<file path="config.mk">
export PLATFORM = sky130hd
export DESIGN_NAME = dcw_interp
export DESIGN_NICKNAME = d
export VERILOG_FILES = /design/src/hw/dcw_pkg.sv /design/src/hw/dcw_interp.sv
export SDC_FILE = /design/constraint.sdc
export NUM_CORES = 1
export LEC_CHECK = 0
export BUFFER_PORTS_ARGS = -buffer_cell sky130_fd_sc_hd__buf_2
export CORE_ASPECT_RATIO = 1.2
export CORE_MARGIN = 2
export CORE_UTILIZATION = 40
export DETAILED_ROUTE_END_ITERATION = 8
export HOLD_SLACK_MARGIN = 0.08
export PLACE_DENSITY = 0.68
export SETUP_SLACK_MARGIN = 0.3
export SYNTH_ARGS = -nofsm -noshare
export SYNTH_HDL_FRONTEND = slang
export SYNTH_SLANG_ARGS = --single-unit
</file>
<file path="constraint.sdc">
create_clock -name I_SYS_CLK -period 3.9 [get_ports I_SYS_CLK]
set_clock_uncertainty 0.15 [all_clocks]
set_input_delay 0.195 -clock I_SYS_CLK [delete_from_list [all_inputs] [get_ports I_SYS_CLK]]
set_output_delay 0.195 -clock I_SYS_CLK [all_outputs]
set_load 0.02 [all_outputs]
</file>
<file path="src/hw/dcw_pkg.sv">
// Constants and types for the drive control word interpreter.
// Assumes one 20 MHz control clock shared by all users of this package.
package dcw_pkg;
  // ==========================================================================
  // Control word bit positions
  localparam int unsigned CW_W          = 16;
  localparam int unsigned BIT_ON        = 0;
  localparam int unsigned BIT_NO_COAST  = 1;
  localparam int unsigned BIT_NO_QSTOP  = 2;
  localparam int unsigned BIT_START     = 3;
  localparam int unsigned BIT_RAMP_EN   = 4;
  localparam int unsigned BIT_RAMP_RUN  = 5;
  localparam int unsigned BIT_SP_EN     = 6;
  localparam int unsigned BIT_FAULT_ACK = 7;
  localparam int unsigned BIT_JOG1      = 8;
  localparam int unsigned BIT_JOG2      = 9;
  localparam int unsigned BIT_FB_EN     = 10;
  localparam int unsigned BIT_WDOG      = 11;
  localparam logic [CW_W-1:0] CW_USED_MASK = 16'h0FFF;
  localparam logic [CW_W-1:0] CW_RESET     = 16'h0000;
  // ==========================================================================
  // Control place, timing and widths
  localparam logic [1:0] PLACE_FIELDBUS = 2'h3;
  localparam int unsigned CLK_HZ   = 20_000_000;
  localparam int unsigned WD_UNIT_MS = 1;
  localparam int unsigned WD_UNIT_CYC = CLK_HZ / 1000 * WD_UNIT_MS;
  localparam int unsigned WD_SET_W = 16;
  localparam int unsigned WD_PRE_W = 16;
  localparam logic [WD_SET_W-1:0] WD_OFF = 16'h0000;
  localparam int unsigned STAT_WDOG_BIT = 15;
  // ==========================================================================
  // Drive states, ramp and stop commands
  typedef enum logic [2:0] {
    ST_INHIBIT, ST_READY_ON, ST_READY_RUN, ST_RUNNING, ST_FAULT
  } dcw_state_t;
  typedef enum logic [1:0] {
    RAMP_FOLLOW, RAMP_ZERO_OUT, RAMP_HOLD, RAMP_ZERO_IN
  } dcw_ramp_t;
  typedef enum logic [1:0] {
    STOP_NONE, STOP_RAMP, STOP_COAST, STOP_QUICK
  } dcw_stop_t;
endpackage : dcw_pkg

</file>
<file path="src/hw/dcw_interp.sv">
// Fieldbus control word interpreter: decodes the 16-bit word into drive commands.
// Assumes the word and all status inputs are synchronous to I_SYS_CLK.
`timescale 1ns/1ns
module dcw_interp (
  // Clock and reset
  input  wire logic                          I_SYS_CLK,
  input  wire logic                          I_RST,
  // Fieldbus word
  input  wire logic [dcw_pkg::CW_W-1:0]      I_FIELDBUS_COMMAND_WORD,
  input  wire logic                          I_WORD_VALID,
  // Settings
  input  wire logic [1:0]                    I_CONTROL_PLACE_SELECT,
  input  wire logic [dcw_pkg::WD_SET_W-1:0]  I_LINK_WATCHDOG_TIMEOUT_SETTING,
  input  wire logic                          I_QSTOP_IS_COAST,
  input  wire logic                          I_STOP_IS_COAST,
  // Drive status and I/O
  input  wire logic                          I_AT_ZERO_SPEED,
  input  wire logic                          I_FAULT_ACTIVE,
  input  wire logic                          I_FAULT_CUTS_VOLTAGE,
  input  wire logic                          I_IO_JOG1,
  input  wire logic                          I_IO_JOG2,
  input  wire logic                          I_IO_JOG_ENABLE,
  input  wire logic                          I_PLACE_START,
  // Drive commands
  output logic [2:0]                         O_DRIVE_STATE,
  output logic                               O_POWER_ON,
  output logic                               O_RUN,
  output logic [1:0]                         O_STOP_MODE,
  output logic [1:0]                         O_RAMP_MODE,
  output logic                               O_JOG1,
  output logic                               O_JOG2,
  output logic                               O_FAULT_RESET,
  output logic                               O_FB_CONTROL_ACTIVE,
  output logic                               O_COMM_FAULT,
  output logic                               O_STATUS_WDOG
);
  import dcw_pkg::*;

  typedef struct packed {
    logic [CW_W-1:0]     prev;
    dcw_state_t          state;
    logic                power_on;
    logic                run;
    dcw_stop_t           stop;
    dcw_ramp_t           ramp;
    logic                jog1;
    logic                jog2;
    logic                jog_lock;
    logic                fault_reset;
    logic                fb_active;
    logic                comm_fault;
    logic                wd_echo;
    logic [WD_PRE_W-1:0] wd_pre;
    logic [WD_SET_W-1:0] wd_ms;
  } dcw_regs_t;

  // Ramp output held at zero from reset until the drive runs
  localparam dcw_regs_t REGS_RESET = '{
    prev:        CW_RESET,
    state:       ST_INHIBIT,
    power_on:    1'b0,
    run:         1'b0,
    stop:        STOP_NONE,
    ramp:        RAMP_ZERO_OUT,
    jog1:        1'b0,
    jog2:        1'b0,
    jog_lock:    1'b0,
    fault_reset: 1'b0,
    fb_active:   1'b0,
    comm_fault:  1'b0,
    wd_echo:     1'b0,
    wd_pre:      '0,
    wd_ms:       '0
  };

  dcw_regs_t       regs_reg;
  dcw_regs_t       regs_next;
  logic [CW_W-1:0] cw;
  logic            place_fb;
  logic            on_rise;
  logic            ack_rise;
  logic            fb_jog_req;
  logic            io_jog_req;
  logic            jog_both;
  // Decoded requests
  logic            coast_req;
  logic            qstop_req;
  logic            off_req;
  logic            start_req;
  logic            rearm_req;
  logic            fb_lost;
  logic            ramp_bits_low;
  logic            fb_jog_both;
  logic            io_jog_both;
  logic            wd_toggle;
  logic            wd_tick;
  logic            wd_expired;

  // ==========================================================================
  // Word qualification
  always_comb begin
    cw         = I_FIELDBUS_COMMAND_WORD & CW_USED_MASK;
    place_fb   = (I_CONTROL_PLACE_SELECT == PLACE_FIELDBUS);
    // Edges compare against the stored word, so a held valid repeats no edge
    on_rise    = I_WORD_VALID && cw[BIT_ON] && !regs_reg.prev[BIT_ON];
    ack_rise   = I_WORD_VALID && cw[BIT_FAULT_ACK] && !regs_reg.prev[BIT_FAULT_ACK];
    // Levels act on the stored word, one cycle after it lands
    coast_req  = regs_reg.fb_active && !regs_reg.prev[BIT_NO_COAST];
    qstop_req  = regs_reg.fb_active && !regs_reg.prev[BIT_NO_QSTOP];
    off_req    = regs_reg.fb_active && !regs_reg.prev[BIT_ON];
    start_req  = regs_reg.fb_active && regs_reg.prev[BIT_START];
    rearm_req  = regs_reg.fb_active && on_rise;
    // Jog from fieldbus: start high and all ramp bits low
    ramp_bits_low = !regs_reg.prev[BIT_RAMP_EN] && !regs_reg.prev[BIT_RAMP_RUN] && !regs_reg.prev[BIT_SP_EN];
    fb_jog_req = start_req && ramp_bits_low;
    io_jog_req = I_IO_JOG_ENABLE && (I_IO_JOG1 || I_IO_JOG2) && !I_PLACE_START;
    fb_lost    = !regs_reg.fb_active && regs_reg.state == ST_RUNNING && !io_jog_req;
    fb_jog_both = fb_jog_req && regs_reg.prev[BIT_JOG1] && regs_reg.prev[BIT_JOG2];
    io_jog_both = io_jog_req && I_IO_JOG1 && I_IO_JOG2;
    jog_both   = fb_jog_both || io_jog_both;
    // Watchdog: a toggle restarts the count; the tick is the 1 ms enable of the prescaler
    wd_toggle  = I_WORD_VALID && (cw[BIT_WDOG] != regs_reg.prev[BIT_WDOG]);
    wd_tick    = (regs_reg.wd_pre == WD_PRE_W'(WD_UNIT_CYC - 1));
    wd_expired = wd_tick && (regs_reg.wd_ms >= I_LINK_WATCHDOG_TIMEOUT_SETTING);
  end

  // ==========================================================================
  // Next-state logic
  always_comb begin
    regs_next             = regs_reg;
    regs_next.fault_reset = 1'b0;
    if (I_WORD_VALID) begin
      regs_next.prev = cw;
    end

    // ==========================================================================
    // Watchdog supervision
    // Echo follows every received word; supervision only when a timeout is set
    // Resolution is one tick: the fault comes one tick after the set time runs out
    regs_next.wd_echo = regs_next.prev[BIT_WDOG];
    if (I_LINK_WATCHDOG_TIMEOUT_SETTING == WD_OFF) begin
      regs_next.wd_pre = '0;
      regs_next.wd_ms  = '0;
    end else if (wd_toggle) begin
      regs_next.wd_pre = '0;
      regs_next.wd_ms  = '0;
    end else if (wd_tick) begin
      regs_next.wd_pre = '0;
      if (wd_expired) begin
        regs_next.comm_fault = 1'b1;
      end else begin
        regs_next.wd_ms = regs_reg.wd_ms + 1'b1;
      end
    end else begin
      regs_next.wd_pre = regs_reg.wd_pre + 1'b1;
    end

    // Control ownership
    regs_next.fb_active = place_fb && regs_next.prev[BIT_FB_EN];

    // Fault acknowledge clears the link fault too, except in a wd_tick cycle; a new loss sets it again
    if (ack_rise && regs_reg.fb_active) begin
      regs_next.fault_reset = 1'b1;
      if (!wd_tick) begin
        regs_next.comm_fault = 1'b0;
      end
    end

    // ==========================================================================
    // Drive state machine
    unique case (regs_reg.state)
      ST_INHIBIT: begin
        if (rearm_req) begin
          regs_next.state = ST_READY_RUN;
        end
      end
      ST_READY_ON, ST_READY_RUN, ST_RUNNING: begin
        if (fb_lost) begin
          regs_next.state = ST_INHIBIT;
          regs_next.stop  = STOP_COAST;
        end else if (coast_req) begin
          regs_next.state = ST_INHIBIT;
          regs_next.stop  = STOP_COAST;
        end else if (qstop_req) begin
          regs_next.state = ST_INHIBIT;
          regs_next.stop  = I_QSTOP_IS_COAST ? STOP_COAST : STOP_QUICK;
        end else if (regs_reg.state == ST_READY_ON && rearm_req) begin
          // Ahead of the off request: a rising edge always follows a stored low bit
          regs_next.state = ST_READY_RUN;
        end else if (off_req) begin
          regs_next.state = ST_READY_ON;
          regs_next.stop  = STOP_RAMP;
        end else if (regs_reg.state != ST_READY_ON && (start_req || io_jog_req)) begin
          regs_next.state = ST_RUNNING;
          regs_next.stop  = STOP_NONE;
        end else if (regs_reg.state == ST_RUNNING) begin
          regs_next.state = ST_READY_RUN;
          regs_next.stop  = I_STOP_IS_COAST ? STOP_COAST : STOP_RAMP;
        end
      end
      ST_FAULT: begin
        if (regs_next.fault_reset) begin
          regs_next.state = I_FAULT_CUTS_VOLTAGE ? ST_INHIBIT : ST_READY_RUN;
        end
      end
    endcase
    if (I_FAULT_ACTIVE || regs_next.comm_fault) begin
      regs_next.state = ST_FAULT;
      regs_next.stop  = STOP_COAST;
    end

    // Power follows the control held when the state was decided, so a lost
    // enable drops power together with the coast stop that it causes
    regs_next.power_on = (regs_next.state == ST_READY_RUN || regs_next.state == ST_RUNNING)
                         && (regs_reg.fb_active || io_jog_req);
    regs_next.run = (regs_next.state == ST_RUNNING);

    // ==========================================================================
    // Jog and ramp control
    // Jog latches at zero speed or while the lock is held; the lock keeps ramp bits out until zero speed again
    if (regs_next.run && !jog_both && (fb_jog_req || io_jog_req)
        && (regs_reg.jog_lock || I_AT_ZERO_SPEED)) begin
      regs_next.jog_lock = 1'b1;
      regs_next.jog1 = fb_jog_req ? regs_reg.prev[BIT_JOG1] : I_IO_JOG1;
      regs_next.jog2 = fb_jog_req ? regs_reg.prev[BIT_JOG2] : I_IO_JOG2;
    end else begin
      regs_next.jog1 = 1'b0;
      regs_next.jog2 = 1'b0;
      if (I_AT_ZERO_SPEED) begin
        regs_next.jog_lock = 1'b0;
      end
    end
    // Both jog bits at once drop both references and ask for a ramped stop
    if (jog_both) begin
      regs_next.stop = STOP_RAMP;
    end

    // Jog owns the reference, so ramp bits wait until the lock clears
    if (!regs_next.run || regs_next.jog_lock) begin
      regs_next.ramp = RAMP_ZERO_OUT;
    end else if (!regs_reg.prev[BIT_RAMP_EN]) begin
      regs_next.ramp = RAMP_ZERO_OUT;
    end else if (!regs_reg.prev[BIT_RAMP_RUN]) begin
      regs_next.ramp = RAMP_HOLD;
    end else if (!regs_reg.prev[BIT_SP_EN]) begin
      regs_next.ramp = RAMP_ZERO_IN;
    end else begin
      regs_next.ramp = RAMP_FOLLOW;
    end
  end

  // ==========================================================================
  // Registers
  always_ff @(posedge I_SYS_CLK) begin
    if (I_RST) begin
      regs_reg <= REGS_RESET;
    end else begin
      regs_reg <= regs_next;
    end
  end

  // ==========================================================================
  // Outputs
  // Every output is a register field; nothing combinational reaches a pin
  always_comb begin
    O_DRIVE_STATE       = regs_reg.state;
    O_POWER_ON          = regs_reg.power_on;
    O_RUN               = regs_reg.run;
    O_STOP_MODE         = regs_reg.stop;
    O_RAMP_MODE         = regs_reg.ramp;
    O_JOG1              = regs_reg.jog1;
    O_JOG2              = regs_reg.jog2;
    O_FAULT_RESET       = regs_reg.fault_reset;
    O_FB_CONTROL_ACTIVE = regs_reg.fb_active;
    O_COMM_FAULT        = regs_reg.comm_fault;
    O_STATUS_WDOG       = regs_reg.wd_echo;
  end
endmodule : dcw_interp

</file>
==> results of run 1 <==
kinds of logic (layout without fill, tap and decap cells):
group / after synthesis / count (layout) / share of synthesized area, %
DFF: 59 / 59 / 36.2
buffers and inverters: 48 / 115 / 6.72
AOI/OAI and AO/OA: 69 / 69 / 13.8
xor gates and xnor gates: 18 / 18 / 4.84
muxes: 16 / 16 / 4.95
and+or+nand+nor: 156 / 156 / 26.5
adders and majority gates: 18 / 18 / 6.91
power groups by stage:
stage               combinational (mW)  sequential, mW  clock [mW]
floorplan                       0.0668           0.637           0
global placement                 0.101           0.638           0
detailed placement               0.102           0.639           0
CTS                              0.116           0.626       0.607
global route                     0.130           0.627       0.637
finish                           0.116           0.626       0.599
cells in the final DEF (no fill, tap or decap), types with 5 or more instances in the layout:
cell type      instances
dfxtp_1               59
buf_2                 56
nor2_1                46
a21oi_1               28
inv_1                 27
nand2_1               23
ha_1                  18
dlygate4sd3_1         17
mux2i_1               15
nand3_1               14
o21ai_0               13
clkbuf_8              13
nand4_1               11
nor4_1                10
xor2_1                 9
xnor2_1                9
or3_1                  8
or4_1                  7
o31ai_1                7
and3_1                 6
nor3_1                 5
cell usage after synthesis, types with 8 or more instances:
cell      instances  area share [%]
dfxtp_1          59              36
nor2_1           46             5.3
a21oi_1          28             4.3
inv_1            27             3.1
nand2_1          23             2.6
ha_1             18             6.9
mux2i_1          15             4.6
nand3_1          14             2.1
o21ai_0          13             2.0
nand4_1          11             2.1
nor4_1           10             1.9
xnor2_1           9             2.4
xor2_1            9             2.4
clkbuf_1          8            0.92
or3_1             8             1.5
worst min-delay path by stage:
stage / start / endpoint / slack [ps] / cells past startpoint
2_1_floorplan: I_CONTROL_PLACE_SELECT[1] / O_FB_CONTROL_ACTIVE$_SDFF_PP0_ / 190 / 1
3_3_place_gp: I_CONTROL_PLACE_SELECT[1] / O_FB_CONTROL_ACTIVE$_SDFF_PP0_ / 270 / 2
3_5_place_dp: I_CONTROL_PLACE_SELECT[1] / O_FB_CONTROL_ACTIVE$_SDFF_PP0_ / 290 / 2
4_1_cts: I_IO_JOG1 / O_JOG1$_SDFF_PP0_ / 80 / 3
5_1_grt: I_IO_JOG1 / O_JOG1$_SDFF_PP0_ / 120 / 3
6_report: I_IO_JOG1 / O_JOG1$_SDFF_PP0_ / 90 / 3
what timing repair did:
action | 4_1_cts | 5_1_grt
buffers inserted | 0 | 0
gates resized for setup | 0 | 0
hold endpoints to repair | 17 | 0
hold buffers | 17 | 0
worst min-delay path: stages:
cell and delay [ps]:
buf_2 100, mux2i_1 100, nor4_4 130
cell type report:
| class | instances | area (sq um) | area share, % |
|---|---|---|---|
| Sequential cell | 59 | 1180 | 30.1 |
| Timing Repair Buffer | 73 | 450 | 11.5 |
| Tap cell | 95 | 119 | 3.03 |
| Clock inverter | 1 | 30.0 | 0.765 |
| Multi-Input combinational cell | 277 | 1860 | 47.4 |
| Inverter | 27 | 101 | 2.58 |
| Clock buffer | 14 | 183 | 4.66 |
stage by stage:
step	power, mW	cells
2_1_floorplan	0.704	384
3_3_place_gp	0.739	514
3_5_place_dp	0.741	514
4_1_cts	1.35	546
5_1_grt	1.39	546
6_report	1.34	546
routing by layer:
layer  GRT usage [%]  up-vias  share of wire, %
li1                -     1511                 -
met1            21.0     1379                46
met2            29.9       53                50
met3            3.12       11               2.8
met4            8.29        0               2.1
met5               0        -                 0
==> flow_summary_export.csv, run 1 <==
group,metric,value,unit
clocking,htreeDepth,3,
die,die_area,8890,sq um
critical_path,critPathLaunchType,"register",
layout,largest_reg_flops,45,
timing,tightest_slew,818,ps
timing,maxSlewViolCount,0,
timing,setup_viol,0,
layout,final_util,48.9,%
flow_run,maxCapViolCount,0,
die,rows,36,
global_routing,grt_max_degree,29,
min_path,hold_path.class,"in2reg",
critical_path,critPathRequiredTime,4020,ps
timing,setup_ws,809,ps
pwr,leakagePower,1.61,nW
critical_path,critPathCaptureType,"register",
timing,slew_headroom,45.0,%
pwr,peakVddDrop,0.215,mV
place,io_buffers,56,
critical_path,cpMaxStageDelayCell,"or4_1",
critical_path,max_stage_delay,650,ps
synth,synth_nets,448,
synth,synth_edf_count,0,
timing,min_period_over_period,79.2,%
timing,rsz0062_at_grt,"no",
layout,syn_to_final_growth,20.4,%
timing,fin_tns_setup,0,ps
pwr,powerDensity,342,nW/um^2
place,place_congestion,0.906,
die,die_x,86.4,microns
critical_path,worstRegToRegCells,8,
clocking,clk_pin_slew,70,ps
synth,ys_seq_area_share,36.2,%
critical_path,path_cells,"inv_1, ha_1, nand2b_1, a2111oi_0, o32a_1, nand4_1, or4_1, a21oi_1",
critical_path,crit_start,"regs_reg[0]$_SDFFE_PP0P_",
clocking,numCtsBuffers,9,
status,status,"finished, final reports clean",
routing,vias,2954,
routing,wl,7410,microns
critical_path,cp_top_family,"simple AND/OR/NAND/NOR gates",
clocking,clock_latency,340,ps
routing,detail_route.first_pass.iterations,5,
critical_path,cp_data_arrival_time,3210,ps
synth,yosysWarnings,0,
synth,synth_cells,384,
pwr,switchingPower,311,uW
timing,final_hold_viol_count,0,
routing,initialDrtViolationCount,125,
layout,finalInstanceArea,3920,sq um
routing,wire_per_inst,13.6,microns
critical_path,crit_type,"reg2reg",
die,ios,61,
clocking,cts_tree,"yes",
synth,ys_types,51,
global_routing,grt_pass1_vias,2735,
place,place_ws,801,ps
clocking,cts-root-buf,"clkbuf_8",
die,die_h,103,microns
die,core,8020,sq um
critical_path,path_max_fanout,13,
global_routing,grt-ovfl-total,0,
critical_path,r2r_start,"regs_reg[0]$_SDFFE_PP0P_",
synth,avgSynthCellArea,8.49,sq um
routing,drc,0,
clocking,cts_buffer_depth,2,
pwr,clkPwrFrac,44.7,%
critical_path,reg2reg_setup_slack,810,ps
synth,synth-main-ff-cell,"dfxtp_1",
clocking,numClockSinks,59,
pwr,intPower,1.03,mW
timing,hold_ws,92.5,ps
global_routing,grt_pass1_wl,12200,microns
synth,synth-async-reset-ratio,0,%
layout,n_antenna_cell,0,
synth,netlist_area,3260,sq um
synth,synth_seq_cells,59,
critical_path,cp_num_buf_inv,1,
routing,viasPerCell,5.41,
global_routing,track_usage,17.4,%
layout,drive_gt1_share,18.2,%
pwr,p_seq_share,46.7,%
timing,period_needed,3090,ps
routing,antenna_left,0,
place,dpl_cell_area,3540,sq um
pwr,power_frac_comb,8.7,%
critical_path,worstReg2RegEnd,"regs_reg[15]$_SDFFE_PP0P_",
place,hpwl,5320,microns
pwr,swShare,23.2,%
global_routing,antenna_found_initial,0,
layout,final_nets,511,
die,initial_core_util,40.7,%
layout,nFillCells,757,
timing,clock.fmax,324,MHz
critical_path,crit_cells,8,
critical_path,endpoint,"regs_reg[15]$_SDFFE_PP0P_",
Note: power is estimated with default switching activity, not from simulation.
==> run 2: changes to the inputs <==
- clock period: 3.9 -> 3.2 ns (I/O delays scaled with it)
==> run 2 against run 1 <==
  * Global-route usage increased by 0.14 points
  * Clock-buffer cell count decreased by 3
  * Combinational power increased by 25%
  * Setup slack got worse by 450 ps
  * Die area unchanged
  * Critical path type unchanged
  * Critical path depth increased by 1
  * Sequential share of layout area decreased by 0.15 points
  * Critical endpoint is now regs_reg[6]$_SDFFE_PP0P_
  * Core utilization increased by 0.25 points
  * Register-to-register slack got worse by 450 ps
  * Hold slack improved by 60 ps
  * Clock power decreased by 3%
==> flow_summary_export.csv, run 2 (synthesis gave the netlist of run 1 again) <==
group,metric,value,unit
global_routing,use_met1,21.6,%
clocking,clk_pin_slew,70,ps
timing,min_period_over_period,88.8,%
timing,final_hold_viol_count,0,
pwr,leakagePower,1.62,nW
die,core,8020,sq um
routing,wl,7630,microns
pwr,power_frac_comb,9.7,%
clocking,numClockSinks,59,
die,die_h,103,microns
routing,drc,0,
pwr,intPower,1.09,mW
layout,largest_reg_flops,45,
routing,wire_per_inst,13.8,microns
critical_path,worstRegToRegCells,9,
critical_path,r2r_start,"regs_reg[0]$_SDFFE_PP0P_",
pwr,clkPwrFrac,39.1,%
flow_run,maxCapViolCount,0,
global_routing,grt_max_degree,29,
layout,final_nets,518,
critical_path,critPathRequiredTime,3320,ps
timing,setup_viol,0,
critical_path,path_max_fanout,8,
critical_path,worstReg2RegEnd,"regs_reg[6]$_SDFFE_PP0P_",
routing,antenna_left,0,
min_path,hold_path.class,"in2reg",
critical_path,crit_type,"reg2reg",
critical_path,cp_data_arrival_time,2970,ps
timing,tightest_slew,604,ps
timing,clock.fmax,352,MHz
min_path,whs_endpoint,"regs_reg[49]$_SDFFE_PP0P_",
pwr,swShare,26.6,%
routing,vias,3015,
status,status,"finished, final reports clean",
timing,rsz0062_at_grt,"yes",
layout,syn_to_final_growth,21.0,%
place,place_congestion,0.906,
min_path,min_from,"I_RST",
routing,initialDrtViolationCount,110,
die,die_x,86.4,microns
layout,layout_common_cells,"dfxtp_1 (59), buf_2 (56), nor2_1 (46)",
place,hpwl,5380,microns
min_path,holdPathStages,2,
critical_path,reg2reg_setup_slack,360,ps
place,io_buffers,56,
die,initial_core_util,40.7,%
die,die_area,8890,sq um
clocking,cts_tree,"yes",
critical_path,critPathLaunchType,"register",
layout,drive_gt1_share,19.4,%
critical_path,critPathCaptureType,"register",
layout,n_antenna_cell,0,
global_routing,track_usage,17.5,%
timing,slew_headroom,59.3,%
clocking,htreeDepth,3,
timing,fin_tns_setup,0,ps
pwr,p_seq_share,51.2,%
layout,stdcell_count,554,
routing,detail_route.first_pass.iterations,4,
layout,final_common_cell,"dfxtp_1",
clocking,numCtsBuffers,9,
place,dp_cells,518,
pwr,peakVddDrop,0.236,mV
clocking,clock_latency,350,ps
clocking,cts-root-buf,"clkbuf_8",
global_routing,grt_pass1_vias,2736,
global_routing,gr-max-usage-layer,"met2",
timing,setup_ws,357,ps
global_routing,grt-ovfl-total,0,
place,place_ws,274,ps
global_routing,met3_usage,3.36,%
global_routing,grt_pass1_wl,12200,microns
timing,period_needed,2840,ps
pwr,switchingPower,397,uW
global_routing,antenna_found_initial,0,
die,ios,61,
die,rows,36,
routing,viasPerCell,5.44,
pwr,powerDensity,378,nW/um^2
timing,maxSlewViolCount,0,
clocking,cts_buffer_depth,2,
global_routing,met2_usage,28.5,%
run 2: cell count changes in the layout (fill, tap and decap cells not counted), moves of 2 or more:
cell        change
buf_4           +6
clkinvlp_4      +2
clkbuf_8        -4
clkinv_2        +3
run 2: cell type report:
| type | instances | area [sq um] |
|---|---|---|
| Clock buffer | 11 | 131 |
| Clock inverter | 5 | 30.0 |
| Fill cell | 750 | 4070 |
| Inverter | 27 | 101 |
| Multi-Input combinational cell | 277 | 1880 |
| Sequential cell | 59 | 1180 |
| Tap cell | 95 | 119 |
| Timing Repair Buffer | 80 | 505 |
run 2: stage by stage:
step	area (sq um)	hold WS, ps	power, mW	utilization, %
4_1_cts	3910	147	1.49	48.8
2_1_floorplan	3260	156	0.858	-
3_3_place_gp	3570	238	0.900	44.5
6_report	3940	153	1.49	49.2
3_5_place_dp	3570	248	0.904	44.5
5_1_grt	3940	173	1.56	49.2
run 2: worst max-delay path by stage:
stage,end,depth (start not counted),from
after floorplan,O_STOP_MODE[0]$_SDFFE_PP0P_,8,regs_reg[15]$_SDFFE_PP0P_
after global placement,regs_reg[7]$_SDFFE_PP0P_,9,regs_reg[0]$_SDFFE_PP0P_
after detailed placement,regs_reg[7]$_SDFFE_PP0P_,9,regs_reg[0]$_SDFFE_PP0P_
after CTS,regs_reg[7]$_SDFFE_PP0P_,9,regs_reg[0]$_SDFFE_PP0P_
after global routing,regs_reg[6]$_SDFFE_PP0P_,9,regs_reg[0]$_SDFFE_PP0P_
final,regs_reg[6]$_SDFFE_PP0P_,9,regs_reg[0]$_SDFFE_PP0P_
run 2: critical path, stage by stage (launching register included):
cell and delay [ps]:
dfxtp_1 350, inv_1 80, ha_1 260, nand2b_1 150, a2111oi_2 430, o32a_1 340
nand3_1 140, buf_4 200, or4_1 490, a21oi_1 170
run 2: power by group through the flow:
stage	clock, mW	combinational (mW)	sequential [mW]
floorplan	0	0.0814	0.776
global placement	0	0.122	0.778
detailed placement	0	0.125	0.779
finish	0.582	0.145	0.762
CTS	0.590	0.142	0.762
global route	0.630	0.162	0.764
run 2: what timing repair did:
action	4_1_cts	5_1_grt
setup buffers	0	2
pin swaps	0	2
resized for setup	1	3
hold buffers	18	0
endpoints found under the hold margin	18	0
endpoints found under the setup margin	6	16
run 2: per-layer routing:
| metal | routed length [microns] | part of all wire (%) |
|---|---|---|
| met3 | 317 | 4.2 |
| met2 | 3750 | 49 |
| met5 | 0 | 0 |
| met4 | 247 | 3.2 |
| met1 | 3310 | 43 |
==> run 3: changes to the inputs <==
- BUFFER_PORTS_ARGS: -buffer_cell sky130_fd_sc_hd__buf_2 -> -buffer_cell sky130_fd_sc_hd__clkbuf_2
==> run 3 against run 2 <==
  * Setup slack better by 48 ps
  * Sequential share of layout area is 0.19 points lower
  * Via count is 2.5% lower
  * Combinational power hardly changed
  * Non-clock buffer count is 1 lower
  * Flip-flop and latch count stayed put
  * Die area stayed put
  * Clock-buffer cell count is 2 higher
  * Hold slack better by 50 ps
  * Sequential power hardly changed
  * Critical path type unchanged
  * Largest cell class unchanged
==> flow_summary_export.csv, run 3 (synthesis gave the netlist of run 1 again) <==
group,metric,value,unit
layout,largest_reg_flops,45,
timing,final_hold_viol_count,0,
timing,fin_tns_setup,0,ps
clocking,clk_pin_slew,60,ps
place,dpl_cell_area,3570,sq um
place,dp_cells,518,
critical_path,crit_start,"regs_reg[0]$_SDFFE_PP0P_",
routing,dr_wl_met2,3880,microns
place,place_congestion,0.912,
critical_path,cp_num_buf_inv,2,
timing,min_period_over_period,87.3,%
global_routing,grt_max_degree,29,
routing,detail_route.first_pass.iterations,4,
critical_path,r2r_start,"regs_reg[0]$_SDFFE_PP0P_",
clocking,numClockSinks,59,
layout,n_antenna_cell,0,
pwr,powerDensity,400,nW/um^2
global_routing,track_usage,17.7,%
critical_path,critPathCaptureType,"register",
place,io_buffers,56,
pwr,power,1.59,mW
routing,wl_met1,3170,microns
critical_path,path_cells,"inv_1, ha_1, nand2b_1, a2111oi_2, o32a_1, nand4_1, buf_4, or3_1, a21oi_1",
global_routing,grt-ovfl-total,0,
critical_path,cpMaxStageDelayCell,"a2111oi_2",
critical_path,critPathLaunchType,"register",
status,status,"finished, final reports clean",
clocking,htreeDepth,3,
routing,antenna_left,0,
critical_path,max_stage_delay,390,ps
layout,stdcell_count,552,
flow_run,maxCapViolCount,0,
timing,period_needed,2790,ps
global_routing,grt_pass1_wl,12400,microns
die,die_h,103,microns
layout,register_area,1180,sq um
layout,final_nets,517,
critical_path,endpoint,"regs_reg[7]$_SDFFE_PP0P_",
timing,tightest_slew,629,ps
die,rows,36,
clocking,clock_latency,340,ps
die,die_area,8890,sq um
critical_path,reg2reg_setup_slack,410,ps
clocking,cts_tree,"yes",
place,hpwl,5480,microns
routing,viasPerCell,5.33,
global_routing,grt_pass1_vias,2769,
pwr,leakagePower,1.63,nW
layout,layout_common_cells,"dfxtp_1 (59), clkbuf_2 (56), nor2_1 (46)",
critical_path,cp_data_arrival_time,2910,ps
routing,drc,0,
critical_path,worstRegToRegCells,9,
die,core,8020,sq um
routing,wl,7430,microns
critical_path,path_max_fanout,9,
layout,drive_gt1_share,19.0,%
layout,nFillCells,789,
clocking,cts_buffer_depth,2,
layout,multi_input_area,1880,sq um
die,initial_core_util,40.7,%
routing,initialDrtViolationCount,95,
critical_path,worstReg2RegEnd,"regs_reg[7]$_SDFFE_PP0P_",
critical_path,crit_cells,9,
timing,rsz0062_at_grt,"yes",
critical_path,crit_type,"reg2reg",
pwr,peakVddDrop,0.257,mV
clocking,numCtsBuffers,9,
global_routing,antenna_found_initial,0,
layout,final_util,49.5,%
timing,slew_headroom,58.0,%
min_path,hold_path.class,"in2reg",
die,die_x,86.4,microns
timing,maxSlewViolCount,0,
critical_path,critPathRequiredTime,3320,ps
routing,wire_per_inst,13.5,microns
timing,clock.fmax,358,MHz
layout,finalInstanceArea,3970,sq um
layout,final_common_cell,"dfxtp_1",
routing,vias,2940,
routing,dr_wl_met3,298,microns
routing,routed.top_layer,"met4",
clocking,cts-root-buf,"clkbuf_8",
critical_path,cp_top_family,"compound AO/OA/AOI/OAI gates",
timing,setup_viol,0,
layout,syn_to_final_growth,21.8,%
die,ios,61,
-- run 3: cell types whose count changed in the layout (fill, tap and decap cells not counted), moves of 2 or more --
cell | previous run | this run
buf_2 | 56 | 0
clkbuf_2 | 0 | 56
clkbuf_8 | 9 | 11
clkinv_2 | 3 | 1
clkinvlp_4 | 2 | 0
-- run 3: final cells by class --
| type | count | area share (%) |
|---|---|---|
| clock buffers | 13 | 4.00 |
| clock inverters | 2 | 0.883 |
| inverters | 27 | 2.55 |
| multi-input cells | 277 | 47.3 |
| flip-flops and latches | 59 | 29.8 |
| well taps | 95 | 2.99 |
| repair buffers | 79 | 12.5 |
-- run 3: worst min-delay path by stage --
stage / start / to / slack [ps] / cells after the start
after global routing: I_STOP_IS_COAST / O_STOP_MODE[0]$_SDFFE_PP0P_ / 260 / 5
final: I_STOP_IS_COAST / O_STOP_MODE[0]$_SDFFE_PP0P_ / 200 / 5
after global placement: I_CONTROL_PLACE_SELECT[1] / O_FB_CONTROL_ACTIVE$_SDFF_PP0_ / 240 / 2
after detailed placement: I_CONTROL_PLACE_SELECT[1] / O_FB_CONTROL_ACTIVE$_SDFF_PP0_ / 250 / 2
after floorplan: I_CONTROL_PLACE_SELECT[1] / O_FB_CONTROL_ACTIVE$_SDFF_PP0_ / 160 / 1
after CTS: I_STOP_IS_COAST / O_STOP_MODE[0]$_SDFFE_PP0P_ / 200 / 5
-- run 3: where the power goes --
part           internal [mW]  leakage (nW)  switching [mW]
Combinational         0.0676          1.05          0.0771
Sequential             0.749         0.479          0.0141
Clock                  0.397        0.0995           0.284
Total                   1.21          1.63           0.375
-- run 3: through the flow --
stage               hold slack, ps  setup slack [ps]
floorplan                      156               603
global placement               238               330
detailed placement             245               299
CTS                            195               351
global route                   256               254
finish                         203               406
-- run 3: worst register-to-register path: cells and delay by family, from the launching register on --
kind                       cells  cell delay [ps]
buffers and inverters          2              340
DFF                            1              350
and+or+nand+nor                3              740
AOI/OAI and AO/OA              3              880
adders and majority gates      1              260
-- run 3: per-layer routing --
layer,global-route usage (%),vias up
met5,0,-
met4,5.89,0
met3,4.88,7
met2,31.4,61
met1,20.5,1363
li1,-,1509
-- run 3: what timing repair did --
item	4_1_cts	5_1_grt
endpoints found under the setup margin	1	18
setup buffers	0	1
pin swaps	0	3
hold endpoints to repair	18	0
resized for setup	1	3
hold buffers	18	0
